==> src/logic/pdeip_defs.svh <==
// Purpose: constants of the pin drive and edge interrupt port
// Assumes: one 8-pin port, classic Wishbone, byte offsets
// Notes: offsets are byte addresses of 32-bit aligned words
//
// Overview of operation
// - three-bit drive code selects eight modes
// - analog high-z: no driver, no input; reset
// - digital high-z: driver off, input readable
// - resistive up/down: one resistive, other strong
// - no resistive modes on regulated special pin
// - open drain: one state floats, input readable
// - combined resistive: always through resistor
// - port form: bit n steers pin n
// - pin form gathers eight bits, shared state
// - output enable switches to digital high-z
// - sixteen enable lines routable to pins
// - slew select only in strong/open-drain
// - eight pins feed one port interrupt
// - per-pin rising, falling, both or none
// - qualifying edge sets status, raises request
// - edge detection runs in every sleep
// - edges only, no level interrupts
// - port-wide cmos or lvttl threshold
// - per-pin input buffer disable
// - special pin selects regulated high output
// - pin pairs share one input reference
// - special pin hysteresis enable
`ifndef PDEIP_DEFS_SVH
`define PDEIP_DEFS_SVH

// ********************************************************
// register byte offsets
// ********************************************************
`define PDEIP_OFF_DATA 8'h00
`define PDEIP_OFF_STATE 8'h04
`define PDEIP_OFF_DRV0 8'h08
`define PDEIP_OFF_DRV1 8'h0C
`define PDEIP_OFF_DRV2 8'h10
`define PDEIP_OFF_SLEW 8'h14
`define PDEIP_OFF_BIDIR 8'h18
`define PDEIP_OFF_INDIS 8'h1C
`define PDEIP_OFF_CTL 8'h20
`define PDEIP_OFF_IRQSTAT 8'h24
`define PDEIP_OFF_INTTYPE 8'h28
`define PDEIP_OFF_SPREG 8'h2C
`define PDEIP_OFF_SPHYST 8'h30
`define PDEIP_OFF_REFSEL 8'h34
`define PDEIP_OFF_OESEL 8'h38
`define PDEIP_OFF_PIN0 8'h40
`define PDEIP_OFF_PIN7 8'h5C

// ********************************************************
// pin form field positions
// ********************************************************
`define PDEIP_PIN_DATA 0
`define PDEIP_PIN_STATE 1
`define PDEIP_PIN_DRV_LO 2
`define PDEIP_PIN_DRV_HI 4
`define PDEIP_PIN_SLEW 5
`define PDEIP_PIN_BIDIR 6
`define PDEIP_PIN_INDIS 7

// ********************************************************
// reset values
// ********************************************************
`define PDEIP_RST_DM 3'h0
`define PDEIP_RST_BYTE 8'h00
`define PDEIP_RST_CTL 1'b0

`endif

==> src/logic/pdeip_pkg.sv <==
// Purpose: types of the pin drive and edge interrupt port
// Assumes: one 8-pin port
// Notes: drive code values are fixed by the enum order
package pdeip_pkg;
  // drive code of one pin
  typedef enum logic [2:0] {
    PDEIP_ANALOG_HIZ,
    PDEIP_DIGITAL_HIZ,
    PDEIP_RES_UP,
    PDEIP_RES_DOWN,
    PDEIP_OD_LOW,
    PDEIP_OD_HIGH,
    PDEIP_STRONG,
    PDEIP_RES_BOTH
  } pdeip_drive_t;
  // edge selection of one pin
  typedef enum logic [1:0] {
    PDEIP_EDGE_NONE,
    PDEIP_EDGE_RISE,
    PDEIP_EDGE_FALL,
    PDEIP_EDGE_BOTH
  } pdeip_edge_t;
  // input reference of one special pin pair
  typedef enum logic [1:0] {
    PDEIP_REF_HALF_SUPPLY,
    PDEIP_REF_POINT4_SUPPLY,
    PDEIP_REF_HALF_REF,
    PDEIP_REF_FULL_REF
  } pdeip_ref_t;
endpackage

==> src/logic/pdeip_port.sv <==
// Purpose: one 8-pin port: drive modes, bidir, slew, edge interrupts
// Assumes: pins synchronous to clk_i; analog pads resolve levels
// Notes: per-pin pad controls leave as registered outputs
//
// Decided for this implementation: the Wishbone register port and the placing of the registers.
`include "pdeip_defs.svh"
`timescale 1ns/10ps
`default_nettype none

module pdeip_port (
  input wire logic clk_i,
  input wire logic rst_i,
  input wire logic [31:0] wb_adr_i,
  input wire logic [31:0] wb_dat_i,
  output logic [31:0] wb_dat_o,
  input wire logic wb_we_i,
  input wire logic [3:0] wb_sel_i,
  input wire logic wb_cyc_i,
  input wire logic wb_stb_i,
  output logic wb_ack_o,
  input wire logic [7:0] pin_in_i,
  input wire logic [15:0] oe_bus_i,
  input wire logic [7:0] sys_out_i,
  output logic [7:0] pin_out_o,
  output logic [7:0] pin_oe_o,
  output logic [7:0] pin_pull_up_o,
  output logic [7:0] pin_pull_down_o,
  output logic [7:0] pin_ibuf_en_o,
  output logic [7:0] pin_slow_slew_o,
  output logic [7:0] pin_hyst_o,
  output logic [7:0] pin_reg_high_o,
  output logic [7:0] pin_sys_in_o,
  output logic port_lvttl_o,
  output pdeip_pkg::pdeip_ref_t pair_ref_o [4],
  output logic port_irq_o
);
  import pdeip_pkg::*;

  // ********************************************************
  // configuration state
  // ********************************************************
  logic [7:0] port_output_data; // software data per pin
  logic [7:0] drive_code_bits [3]; // port-form planes of the drive code
  logic [7:0] pin_slew_select; // 1 = slow edges
  logic [7:0] bidir_en; // hardware controls the driver
  logic [7:0] in_disable; // input buffer forced off
  logic [7:0] bypass_en; // pin follows system output
  logic lvttl_sel; // port threshold select
  logic [7:0] reg_high; // special pin regulated high level
  logic [7:0] hyst_en; // special pin hysteresis
  pdeip_ref_t ref_sel [4]; // one reference per pin pair
  logic [3:0] oe_sel [8]; // which enable line steers each pin
  logic [15:0] int_type; // two edge bits per pin
  logic [7:0] int_status; // sticky edge flags
  logic [7:0] pin_prev; // last sampled input level

  // ********************************************************
  // bus decode
  // ********************************************************
  logic bus_req;
  logic wr_en;
  logic rd_en;
  logic [7:0] off;
  logic [7:0] wbyte;
  logic [2:0] pin_idx;
  logic pin_form;

  // a held request is taken every other cycle: the pending ack masks it
  // only in the answer cycle, so the master must drop stb before the next transfer
  assign bus_req = wb_cyc_i && wb_stb_i && !wb_ack_o;
  assign wr_en = bus_req && wb_we_i && wb_sel_i[0];
  assign rd_en = bus_req && !wb_we_i;
  assign off = wb_adr_i[7:0];
  assign wbyte = wb_dat_i[7:0];
  assign pin_idx = off[4:2];
  // pin form words sit at 0x40..0x5C, one per pin
  assign pin_form = (off >= `PDEIP_OFF_PIN0) && (off <= `PDEIP_OFF_PIN7) && (off[1:0] == 2'b00);

  // drive code of pin n rebuilt from its planes
  function automatic pdeip_drive_t drive_of(input int n);
    drive_of = pdeip_drive_t'({drive_code_bits[2][n], drive_code_bits[1][n],
                               drive_code_bits[0][n]});
  endfunction

  // write one pin's bit of a bit plane, for the pin form
  function automatic logic [7:0] merge_bit(input logic [7:0] cur, input logic b);
    logic [7:0] r;
    r = cur;
    r[pin_idx] = b;
    merge_bit = r;
  endfunction

  // ********************************************************
  // data and plane registers, both forms share state
  // ********************************************************
  // port form writes all pins, pin form writes one pin
  always_ff @(posedge clk_i) begin
    if (rst_i) begin
      port_output_data <= `PDEIP_RST_BYTE;
      drive_code_bits[0] <= `PDEIP_RST_BYTE;
      drive_code_bits[1] <= `PDEIP_RST_BYTE;
      drive_code_bits[2] <= `PDEIP_RST_BYTE;
      pin_slew_select <= `PDEIP_RST_BYTE;
      bidir_en <= `PDEIP_RST_BYTE;
      in_disable <= `PDEIP_RST_BYTE;
    end else if (wr_en && pin_form) begin
      port_output_data <= merge_bit(port_output_data, wbyte[`PDEIP_PIN_DATA]);
      drive_code_bits[0] <= merge_bit(drive_code_bits[0], wbyte[`PDEIP_PIN_DRV_LO]);
      drive_code_bits[1] <= merge_bit(drive_code_bits[1], wbyte[`PDEIP_PIN_DRV_LO + 1]);
      drive_code_bits[2] <= merge_bit(drive_code_bits[2], wbyte[`PDEIP_PIN_DRV_HI]);
      pin_slew_select <= merge_bit(pin_slew_select, wbyte[`PDEIP_PIN_SLEW]);
      bidir_en <= merge_bit(bidir_en, wbyte[`PDEIP_PIN_BIDIR]);
      in_disable <= merge_bit(in_disable, wbyte[`PDEIP_PIN_INDIS]);
    end else if (wr_en) begin
      unique case (off)
        `PDEIP_OFF_DATA: port_output_data <= wbyte;
        `PDEIP_OFF_DRV0: drive_code_bits[0] <= wbyte;
        `PDEIP_OFF_DRV1: drive_code_bits[1] <= wbyte;
        `PDEIP_OFF_DRV2: drive_code_bits[2] <= wbyte;
        `PDEIP_OFF_SLEW: pin_slew_select <= wbyte;
        `PDEIP_OFF_BIDIR: bidir_en <= wbyte;
        `PDEIP_OFF_INDIS: in_disable <= wbyte;
        default: begin
          // other offsets belong to other processes
        end
      endcase
    end
  end

  // ********************************************************
  // port control and special pin registers
  // ********************************************************
  // ctl: bit0 lvttl; also bypass at bits 15:8
  always_ff @(posedge clk_i) begin
    if (rst_i) begin
      lvttl_sel <= `PDEIP_RST_CTL;
      bypass_en <= `PDEIP_RST_BYTE;
      reg_high <= `PDEIP_RST_BYTE;
      hyst_en <= `PDEIP_RST_BYTE;
      int_type <= 16'h0000;
      for (int i = 0; i < 4; i++) begin
        ref_sel[i] <= PDEIP_REF_HALF_SUPPLY;
      end
      for (int i = 0; i < 8; i++) begin
        oe_sel[i] <= 4'h0;
      end
    end else if (bus_req && wb_we_i) begin
      unique case (off)
        `PDEIP_OFF_CTL: begin
          if (wb_sel_i[0]) lvttl_sel <= wb_dat_i[0];
          if (wb_sel_i[1]) bypass_en <= wb_dat_i[15:8];
        end
        `PDEIP_OFF_INTTYPE: begin
          if (wb_sel_i[0]) int_type[7:0] <= wb_dat_i[7:0];
          if (wb_sel_i[1]) int_type[15:8] <= wb_dat_i[15:8];
        end
        `PDEIP_OFF_SPREG: if (wb_sel_i[0]) reg_high <= wbyte;
        `PDEIP_OFF_SPHYST: if (wb_sel_i[0]) hyst_en <= wbyte;
        `PDEIP_OFF_REFSEL: begin
          if (wb_sel_i[0]) begin
            for (int i = 0; i < 4; i++) begin
              ref_sel[i] <= pdeip_ref_t'(wbyte[2*i +: 2]);
            end
          end
        end
        `PDEIP_OFF_OESEL: begin
          // four bits per pin pick one of sixteen lines
          for (int i = 0; i < 8; i++) begin
            if (wb_sel_i[i/2]) oe_sel[i] <= wb_dat_i[4*i +: 4];
          end
        end
        default: begin
          // handled elsewhere or unmapped
        end
      endcase
    end
  end

  // ********************************************************
  // edge detection and sticky status
  // ********************************************************
  // runs on the free clock only, no sleep gating, so it can wake the part
  logic [7:0] in_level;
  logic [7:0] edge_hit;
  logic [7:0] clr_mask;

  always_comb begin
    for (int i = 0; i < 8; i++) begin
      // analog mode and disabled buffers give a constant low
      // limitation: leaving analog mode with the pin high reads as a
      // rising edge, so set the edge type after the drive code
      in_level[i] = pin_in_i[i] && (drive_of(i) != PDEIP_ANALOG_HIZ) && !in_disable[i];
      unique case (pdeip_edge_t'(int_type[2*i +: 2]))
        PDEIP_EDGE_NONE: edge_hit[i] = 1'b0;
        PDEIP_EDGE_RISE: edge_hit[i] = in_level[i] && !pin_prev[i];
        PDEIP_EDGE_FALL: edge_hit[i] = !in_level[i] && pin_prev[i];
        PDEIP_EDGE_BOTH: edge_hit[i] = in_level[i] ^ pin_prev[i];
      endcase
    end
  end

  // read clears all bits, write-one clears chosen ones
  always_comb begin
    clr_mask = 8'h00;
    if (bus_req && off == `PDEIP_OFF_IRQSTAT) begin
      if (!wb_we_i) begin
        clr_mask = 8'hFF;
      end else if (wb_sel_i[0]) begin
        clr_mask = wbyte;
      end
    end
  end

  // a new edge wins over a clear in the same cycle
  always_ff @(posedge clk_i) begin
    if (rst_i) begin
      pin_prev <= `PDEIP_RST_BYTE;
      int_status <= `PDEIP_RST_BYTE;
    end else begin
      pin_prev <= in_level;
      int_status <= (int_status & ~clr_mask) | edge_hit;
    end
  end

  // one request line for the whole port
  always_ff @(posedge clk_i) begin
    if (rst_i) begin
      port_irq_o <= 1'b0;
    end else begin
      port_irq_o <= |((int_status & ~clr_mask) | edge_hit);
    end
  end

  // ********************************************************
  // pad drive decode
  // ********************************************************
  logic [7:0] next_out;
  logic [7:0] next_oe;
  logic [7:0] next_up;
  logic [7:0] next_down;
  logic [7:0] next_ibuf;
  logic [7:0] next_slow;

  always_comb begin
    for (int i = 0; i < 8; i++) begin
      logic d;
      pdeip_drive_t m;
      d = bypass_en[i] ? sys_out_i[i] : port_output_data[i];
      m = drive_of(i);
      // line low turns the pin into a digital input
      if (bidir_en[i] && !oe_bus_i[oe_sel[i]]) begin
        m = PDEIP_DIGITAL_HIZ;
      end
      // resistive modes on regulated special pins fall back to strong drive
      if (reg_high[i] && (m == PDEIP_RES_UP || m == PDEIP_RES_DOWN || m == PDEIP_RES_BOTH)) begin
        m = PDEIP_STRONG;
      end
      next_out[i] = d;
      next_oe[i] = 1'b0;
      next_up[i] = 1'b0;
      next_down[i] = 1'b0;
      next_ibuf[i] = !in_disable[i];
      unique case (m)
        PDEIP_ANALOG_HIZ: next_ibuf[i] = 1'b0;
        PDEIP_DIGITAL_HIZ: next_oe[i] = 1'b0;
        PDEIP_RES_UP: begin
          next_oe[i] = !d;
          next_up[i] = d;
        end
        PDEIP_RES_DOWN: begin
          next_oe[i] = d;
          next_down[i] = !d;
        end
        PDEIP_OD_LOW: next_oe[i] = !d;
        PDEIP_OD_HIGH: next_oe[i] = d;
        PDEIP_STRONG: next_oe[i] = 1'b1;
        PDEIP_RES_BOTH: begin
          next_up[i] = d;
          next_down[i] = !d;
        end
      endcase
      // slew only matters on strong and open-drain
      next_slow[i] = pin_slew_select[i] &&
                     (m == PDEIP_STRONG || m == PDEIP_OD_LOW || m == PDEIP_OD_HIGH);
    end
  end

  // registered pad controls
  // one cycle of latency traded for glitch-free pad enables
  always_ff @(posedge clk_i) begin
    if (rst_i) begin
      pin_out_o <= 8'h00;
      pin_oe_o <= 8'h00;
      pin_pull_up_o <= 8'h00;
      pin_pull_down_o <= 8'h00;
      pin_ibuf_en_o <= 8'h00;
      pin_slow_slew_o <= 8'h00;
      pin_hyst_o <= 8'h00;
      pin_reg_high_o <= 8'h00;
      pin_sys_in_o <= 8'h00;
      port_lvttl_o <= 1'b0;
      for (int i = 0; i < 4; i++) begin
        pair_ref_o[i] <= PDEIP_REF_HALF_SUPPLY;
      end
    end else begin
      pin_out_o <= next_out;
      pin_oe_o <= next_oe;
      pin_pull_up_o <= next_up;
      pin_pull_down_o <= next_down;
      pin_ibuf_en_o <= next_ibuf;
      pin_slow_slew_o <= next_slow;
      pin_hyst_o <= hyst_en;
      pin_reg_high_o <= reg_high;
      pin_sys_in_o <= in_level;
      port_lvttl_o <= lvttl_sel;
      for (int i = 0; i < 4; i++) begin
        pair_ref_o[i] <= ref_sel[i];
      end
    end
  end

  // ********************************************************
  // bus answer
  // ********************************************************
  logic [31:0] rdata;

  always_comb begin
    rdata = 32'h0000_0000;
    if (pin_form) begin
      rdata[7:0] = {in_disable[pin_idx], bidir_en[pin_idx], pin_slew_select[pin_idx],
                    drive_code_bits[2][pin_idx], drive_code_bits[1][pin_idx],
                    drive_code_bits[0][pin_idx], in_level[pin_idx],
                    port_output_data[pin_idx]};
    end else begin
      unique case (off)
        `PDEIP_OFF_DATA: rdata[7:0] = port_output_data;
        `PDEIP_OFF_STATE: rdata[7:0] = in_level;
        `PDEIP_OFF_DRV0: rdata[7:0] = drive_code_bits[0];
        `PDEIP_OFF_DRV1: rdata[7:0] = drive_code_bits[1];
        `PDEIP_OFF_DRV2: rdata[7:0] = drive_code_bits[2];
        `PDEIP_OFF_SLEW: rdata[7:0] = pin_slew_select;
        `PDEIP_OFF_BIDIR: rdata[7:0] = bidir_en;
        `PDEIP_OFF_INDIS: rdata[7:0] = in_disable;
        `PDEIP_OFF_CTL: rdata[15:0] = {bypass_en, 7'h00, lvttl_sel};
        `PDEIP_OFF_IRQSTAT: rdata[7:0] = int_status;
        `PDEIP_OFF_INTTYPE: rdata[15:0] = int_type;
        `PDEIP_OFF_SPREG: rdata[7:0] = reg_high;
        `PDEIP_OFF_SPHYST: rdata[7:0] = hyst_en;
        `PDEIP_OFF_REFSEL: rdata[7:0] = {ref_sel[3], ref_sel[2], ref_sel[1], ref_sel[0]};
        `PDEIP_OFF_OESEL: rdata = {oe_sel[7], oe_sel[6], oe_sel[5], oe_sel[4],
                                   oe_sel[3], oe_sel[2], oe_sel[1], oe_sel[0]};
        default: rdata = 32'h0000_0000; // unmapped reads zero
      endcase
    end
  end

  // single-cycle ack, dropped the cycle after
  always_ff @(posedge clk_i) begin
    if (rst_i) begin
      wb_ack_o <= 1'b0;
      wb_dat_o <= 32'h0000_0000;
    end else begin
      wb_ack_o <= bus_req;
      if (rd_en) begin
        wb_dat_o <= rdata;
      end
    end
  end

endmodule

`default_nettype wire

==> config.mk <==
export PLATFORM = sky130hd
export DESIGN_NAME = pdeip_port
export DESIGN_NICKNAME = d
export VERILOG_FILES = /design/src/logic/pdeip_pkg.sv /design/src/logic/pdeip_port.sv
export VERILOG_INCLUDE_DIRS = /design/src /design/src/logic
export SDC_FILE = /design/constraint.sdc
export NUM_CORES = 1
export LEC_CHECK = 0
export BUFFER_PORTS_ARGS = -buffer_cell sky130_fd_sc_hd__buf_2
export CAP_MARGIN = 0
export CORE_MARGIN = 1
export CORE_UTILIZATION = 40
export DETAILED_ROUTE_END_ITERATION = 12
export GPL_TIMING_DRIVEN = 0
export PLACE_DENSITY_LB_ADDON = 0.05
export SYNTH_ARGS = -nofsm -noshare
export SYNTH_HDL_FRONTEND = slang
export SYNTH_SLANG_ARGS = --single-unit
==> constraint.sdc <==
create_clock -name clk_i -period 2.7 [get_ports clk_i]
set_input_delay 0.27 -clock clk_i [delete_from_list [all_inputs] [get_ports clk_i]]
set_output_delay 0.27 -clock clk_i [all_outputs]
set_load 0.05 [all_outputs]
* After elaboration in Yosys (flattened, before gate mapping)
Memories as Yosys holds them, arrays and structs flattened. Index checks and enable logic that the tools add are counted.
Word-level totals: bits in latches 0, output and inout port bits 115, memories 3, register bits 196, bits in read-only memories 0, input bits 105, logic and storage cells 620, memory bits (writable) 64
Memory list:
- oe_sel | words 8, bits a word 4, rd ports 8, clocked after Yosys merged registers in 0, write ports 8, RTL line pdeip_port.sv:52 | logic [3:0] oe_sel [8];
- drive_code_bits | words 3, bits a word 8, rd ports 3, clocked after Yosys merged registers in 0, write ports 3, RTL line pdeip_port.sv:43 | logic [7:0] drive_code_bits [3];
- ref_sel | words 4, bits a word 2, rd ports 4, clocked after Yosys merged registers in 0, write ports 4, RTL line pdeip_port.sv:51 | pdeip_ref_t ref_sel [4];
Operators by class: div/mod/pow operators 0, shift operators 0, add/sub/neg operators 0, muxes and demuxes 163, reductions and logical operators 238, eq/ne operators 110, $lt $le $gt $ge 12, multipliers 0, bitwise operators 45
Operators by type and width (count):
- 8-bit two-way mux | 22
- 3-bit == test (second input constant) | 40
- 8-bit one-hot mux with 15 select lines | 1
- 2-bit OR reduction | 56
- 3-bit by 2-bit == test with 1-bit output (second input constant) | 32
- 1-bit two-way mux | 69
- 1-bit logical AND | 66
- 8-bit bitwise mux | 7
- 8-bit by 6-bit == test with 1-bit output (second input constant) | 7
- 3-bit two-way mux | 16
- 1-bit logical NOT | 42
- 4-bit by 5-bit less-than comparator with 1-bit output (second input constant) | 8
- 1-bit binary-select mux with 4-bit select | 8
- 2-bit == test (second input constant) | 16
- 8-bit by 5-bit == test with 1-bit output (second input constant) | 4
- 1-bit logical OR | 32
- 4-bit two-way mux | 8
- 1-bit one-hot mux with 4 select lines | 8
- 1-bit binary-select mux with 3-bit select | 8
- 3-bit logical NOT | 8
- 24-bit two-way mux | 1
- 1-bit one-hot mux with 3 select lines | 8
- 8-bit one-hot mux with 3 select lines | 1
- 3-bit nonzero test | 8
- 22 further kinds | 92

* Depth between registers and ports, before layout
word-level depth 14, depth in mapped cells 11, mapped depth without buffers 9

* Worst setup path before layout
Ideal clock, no wire load.
kind flip-flop to flip-flop, start point register wb_ack_o, end point memory drive_code_bits[1][2], in the netlist drive_code_bits[0][10] (enable), stages on the path, launching flop included 8, arrival 1.915 ns, path buffers 2, period minus slack after synthesis 2.172 ns, path slack 0.528 ns, library setup time 0.257 ns, data required time 2.443 ns, path through dfxtp_1 > and4b_1 > buf_4 > nand2_2 > clkbuf_1 > a21oi_1 > nor2_1 > nor2_1
RTL lines:
- from (decl) | RTL line pdeip_port.sv:20 | output logic wb_ack_o,
- from (signal assigned) | RTL line pdeip_port.sv:363 | wb_ack_o <= bus_req;
- to (decl) | RTL line pdeip_port.sv:43

==> results.toml <==
[synth]
synth_compound_area_frac = 0.168
synth_xor_area_frac = 0.00997
synth.top_cell.area_share = 0.279
synth.ff_latch_count = 260
ys.flop_type = "dfxtp_1"
yosys.area_share.adder = 0.0142
syn_area_mm2 = 0.0141
synth.distinct_cells = 83
syn_avg_cell_area_um2 = 9.70
ys_top_cells_by_area = "dfxtp_1 (28%), edfxtp_1 (14%), mux4_2 (6.2%)"
yosys.area_share.simple = 0.199
syn_nets = 1570
ys_seq_area_frac = 0.416
synth-async-reset-ratio = 0
synth.mux.area_fraction = 0.144
synth_top_family_by_area = "simple AND/OR/NAND/NOR gates"
synth-edff-count = 64
yosysTopAreaCell = "dfxtp_1"
syn_inst = 1449
yosysWarnings = 0

[worst_setup_path]
crit_chain = "and4b_1 -> buf_4 -> nand2_2 -> clkbuf_1 -> a21oi_1 -> nor2_1 -> nor2_1"
crit_arrival_ps = 2900
crit_slowest_cell = "nor2_1"
start_kind = "register"
worstRegToRegCells = 7
max_stage_delay_ps = 570
path_max_fanout = 10
reg2reg_to = "drive_code_bits[0][15]"
crit_top_cell = "nor2_1"
critical_path_required_ps = 3000
r2r_start = "wb_ack_o"
end_kind = "register"
startpoint = "wb_ack_o"
critPathKind = "register to register"
rrSetupSlack_ps = 100

[final_layout]
final_cell_mix = "buf_2 (238), dfxtp_1 (196), nor2_1 (171)"
area_growth_pct = 20.1
final_common_cell = "buf_2"
drive_above_1_share = 0.233
nets = 1807
fillerInstances = 3343

[sta]
hold_viol_final = 0
worst_slack_ps = 103
relSlewSlack = 0.225
period_needed_ps = 2600
tightest_slew_ps = 1160
fin_tns_setup_ps = 0
min_period_over_period = 0.962
rsz0062_at_grt = "no"
holdWs_ps = 13.9
finClkSkew_ps = 14.2
max_freq_ghz = 0.385
final_max_slew_viol_count = 0
finalSetupViolCount = 0

[pwr]
power.density_mw_per_mm2 = 575
seq_power_share = 0.426
p_total_mw = 9.71
clockPowerShare = 0.458
vdd_drop_max_mv = 0.464
p_leak_nw = 6.80
cellInternalPower_mw = 7.15
pwr-share-comb = 0.116
p_switching_mw = 2.57
swShare = 0.264

[grt]
antenna_found_initial = 2
grt_pass1_vias = 12700
grt_max_degree = 16
grt_pass1_wl_mm = 89.3
grt.total_usage = 0.345
grt_overflow = 0

[worst_hold_path]
worstHoldPathType = "input pin to register"
holdPathEnd = "oe_sel[1][11]"
hold_start = "wb_dat_i[27]"
min_path_cells = 2

[cts]
cts_inserted_buffers = 30
h-tree-depth = 1
tritoncts = "built"
clkLatencyLatePin_ps = 580
cts_sinks = 260
clkTransAtPathRegs_ps = 60
clk_path_buf_depth = 3
cts_root_buffer = "clkbuf_16"

[route]
vias_per_cell = 6.20
antenna_left = 0
num_vias = 13400
wl_per_cell_um = 29.1
drc = 0
drt_pass1_iterations = 5
drtIter0Drc = 1415
routed_wl_mm = 63.0

[run_status]
run_status = "completed"

[placement]
pre_cts_slack_ps = -152
io_buffers = 186
gp_congestion = 0.989
hpwlAfterDp_mm = 47.9

[floorplan]
die_w_um = 189
die_y_um = 189
core_mm2 = 0.0345
num_rows = 68
initial_core_util = 0.407
dieArea_mm2 = 0.0359
pin_count = 220

[run]
cap_violations = 0
state kept, by name, indices dropped and copies added, names as in the netlist, 16 cells and up:
signal / flops
drive_code_bits: 24
int_type: 16
oe_sel: 32
wb_dat_o: 32
layer usage:
| layer | share of wire | vias up | track usage |
|---|---|---|---|
| met2 | 0.44 | 763 | 0.534 |
| met1 | 0.42 | 6665 | 0.472 |
| met4 | 0.049 | 0 | 0.166 |
| met3 | 0.093 | 131 | 0.0510 |
| met5 | 0 | - | 0 |
| li1 | - | 5861 | - |
per-stage QoR:
step           instances  area, µm²   util
5_1_grt             2164      16900  0.489
6_report            2165      16900  0.489
3_5_place_dp        2090      15600  0.450
2_1_floorplan       1449      14100      -
4_1_cts             2162      16800  0.488
3_3_place_gp        2090      15600  0.450
critical path: cells and delay by family (launching register included):
| kind | cells | cell delay [ps] |
|---|---|---|
| buf+inv | 2 | 750 |
| flops | 1 | 330 |
| compound gates | 1 | 100 |
| simple gates | 4 | 1140 |
worst max-delay path by stage:
stage,end,slack [ps],depth (start not counted)
2_1_floorplan,drive_code_bits[0][10],530,7
3_3_place_gp,pin_slew_select[5],-190,7
3_5_place_dp,pin_slew_select[5],-150,7
4_1_cts,port_irq_o,20,10
5_1_grt,port_irq_o,20,10
6_report,drive_code_bits[0][15],100,7
cells in the mapped netlist, types with 9 or more instances:
cell	count
dfxtp_1	196
nor2_1	171
nand2_1	78
mux2i_1	73
clkbuf_1	67
edfxtp_1	64
a21oi_1	60
nor3_1	54
buf_2	52
a22oi_1	42
mux4_2	39
nor2b_1	39
and2_1	35
nand2b_1	31
mux2_2	25
nand3_1	24
a211oi_1	18
o21a_1	17
o2bb2ai_1	17
a31oi_1	16
ha_1	16
o21ai_0	16
inv_1	15
nor4_1	15
and3_1	14
o221ai_1	13
o22ai_1	13
nor3b_1	12
a22o_1	11
a32oi_1	11
nand4_1	11
a221o_1	10
a32o_1	10
mux2_1	10
a21o_1	9
o21bai_1	9
timing repair:
item	4_1_cts	5_1_grt
resized for setup	0	3
hold buffers	21	0
endpoints found under the setup margin	1	1
setup buffers	0	4
endpoints found under the hold margin	31	0
cell families (layout without fill, tap and decap cells):
kind of cell,Yosys count,count (layout)
fa+ha+maj,16,16
compound gates,324,324
flops,260,260
simple gates,534,534
buf+inv,151,411
xor+xnor,16,16
mux,148,148
other cells,0,1
power by group through the flow:
stage	Clock [mW]	Combinational [mW]	Sequential [mW]
after floorplan	0	0.551	4.31
after global placement	0	1.07	4.21
after detailed placement	0	1.08	4.22
after CTS	4.50	1.10	4.14
after global routing	4.65	1.17	4.15
final	4.45	1.13	4.14
area by class of cell:
cell class	instances	area, µm²	share of cell area
tap	455	569	0.0337
sequential	260	5850	0.346
multi-input combinational	1038	7540	0.447
antenna	1	2.50	0.000148
clock buffer	47	957	0.0567
timing repair buffer	211	1170	0.0694
clock inverter	8	134	0.00793
buffer	127	593	0.0351
inverter	18	67.6	0.00400
(Power assumes the default switching activity.)
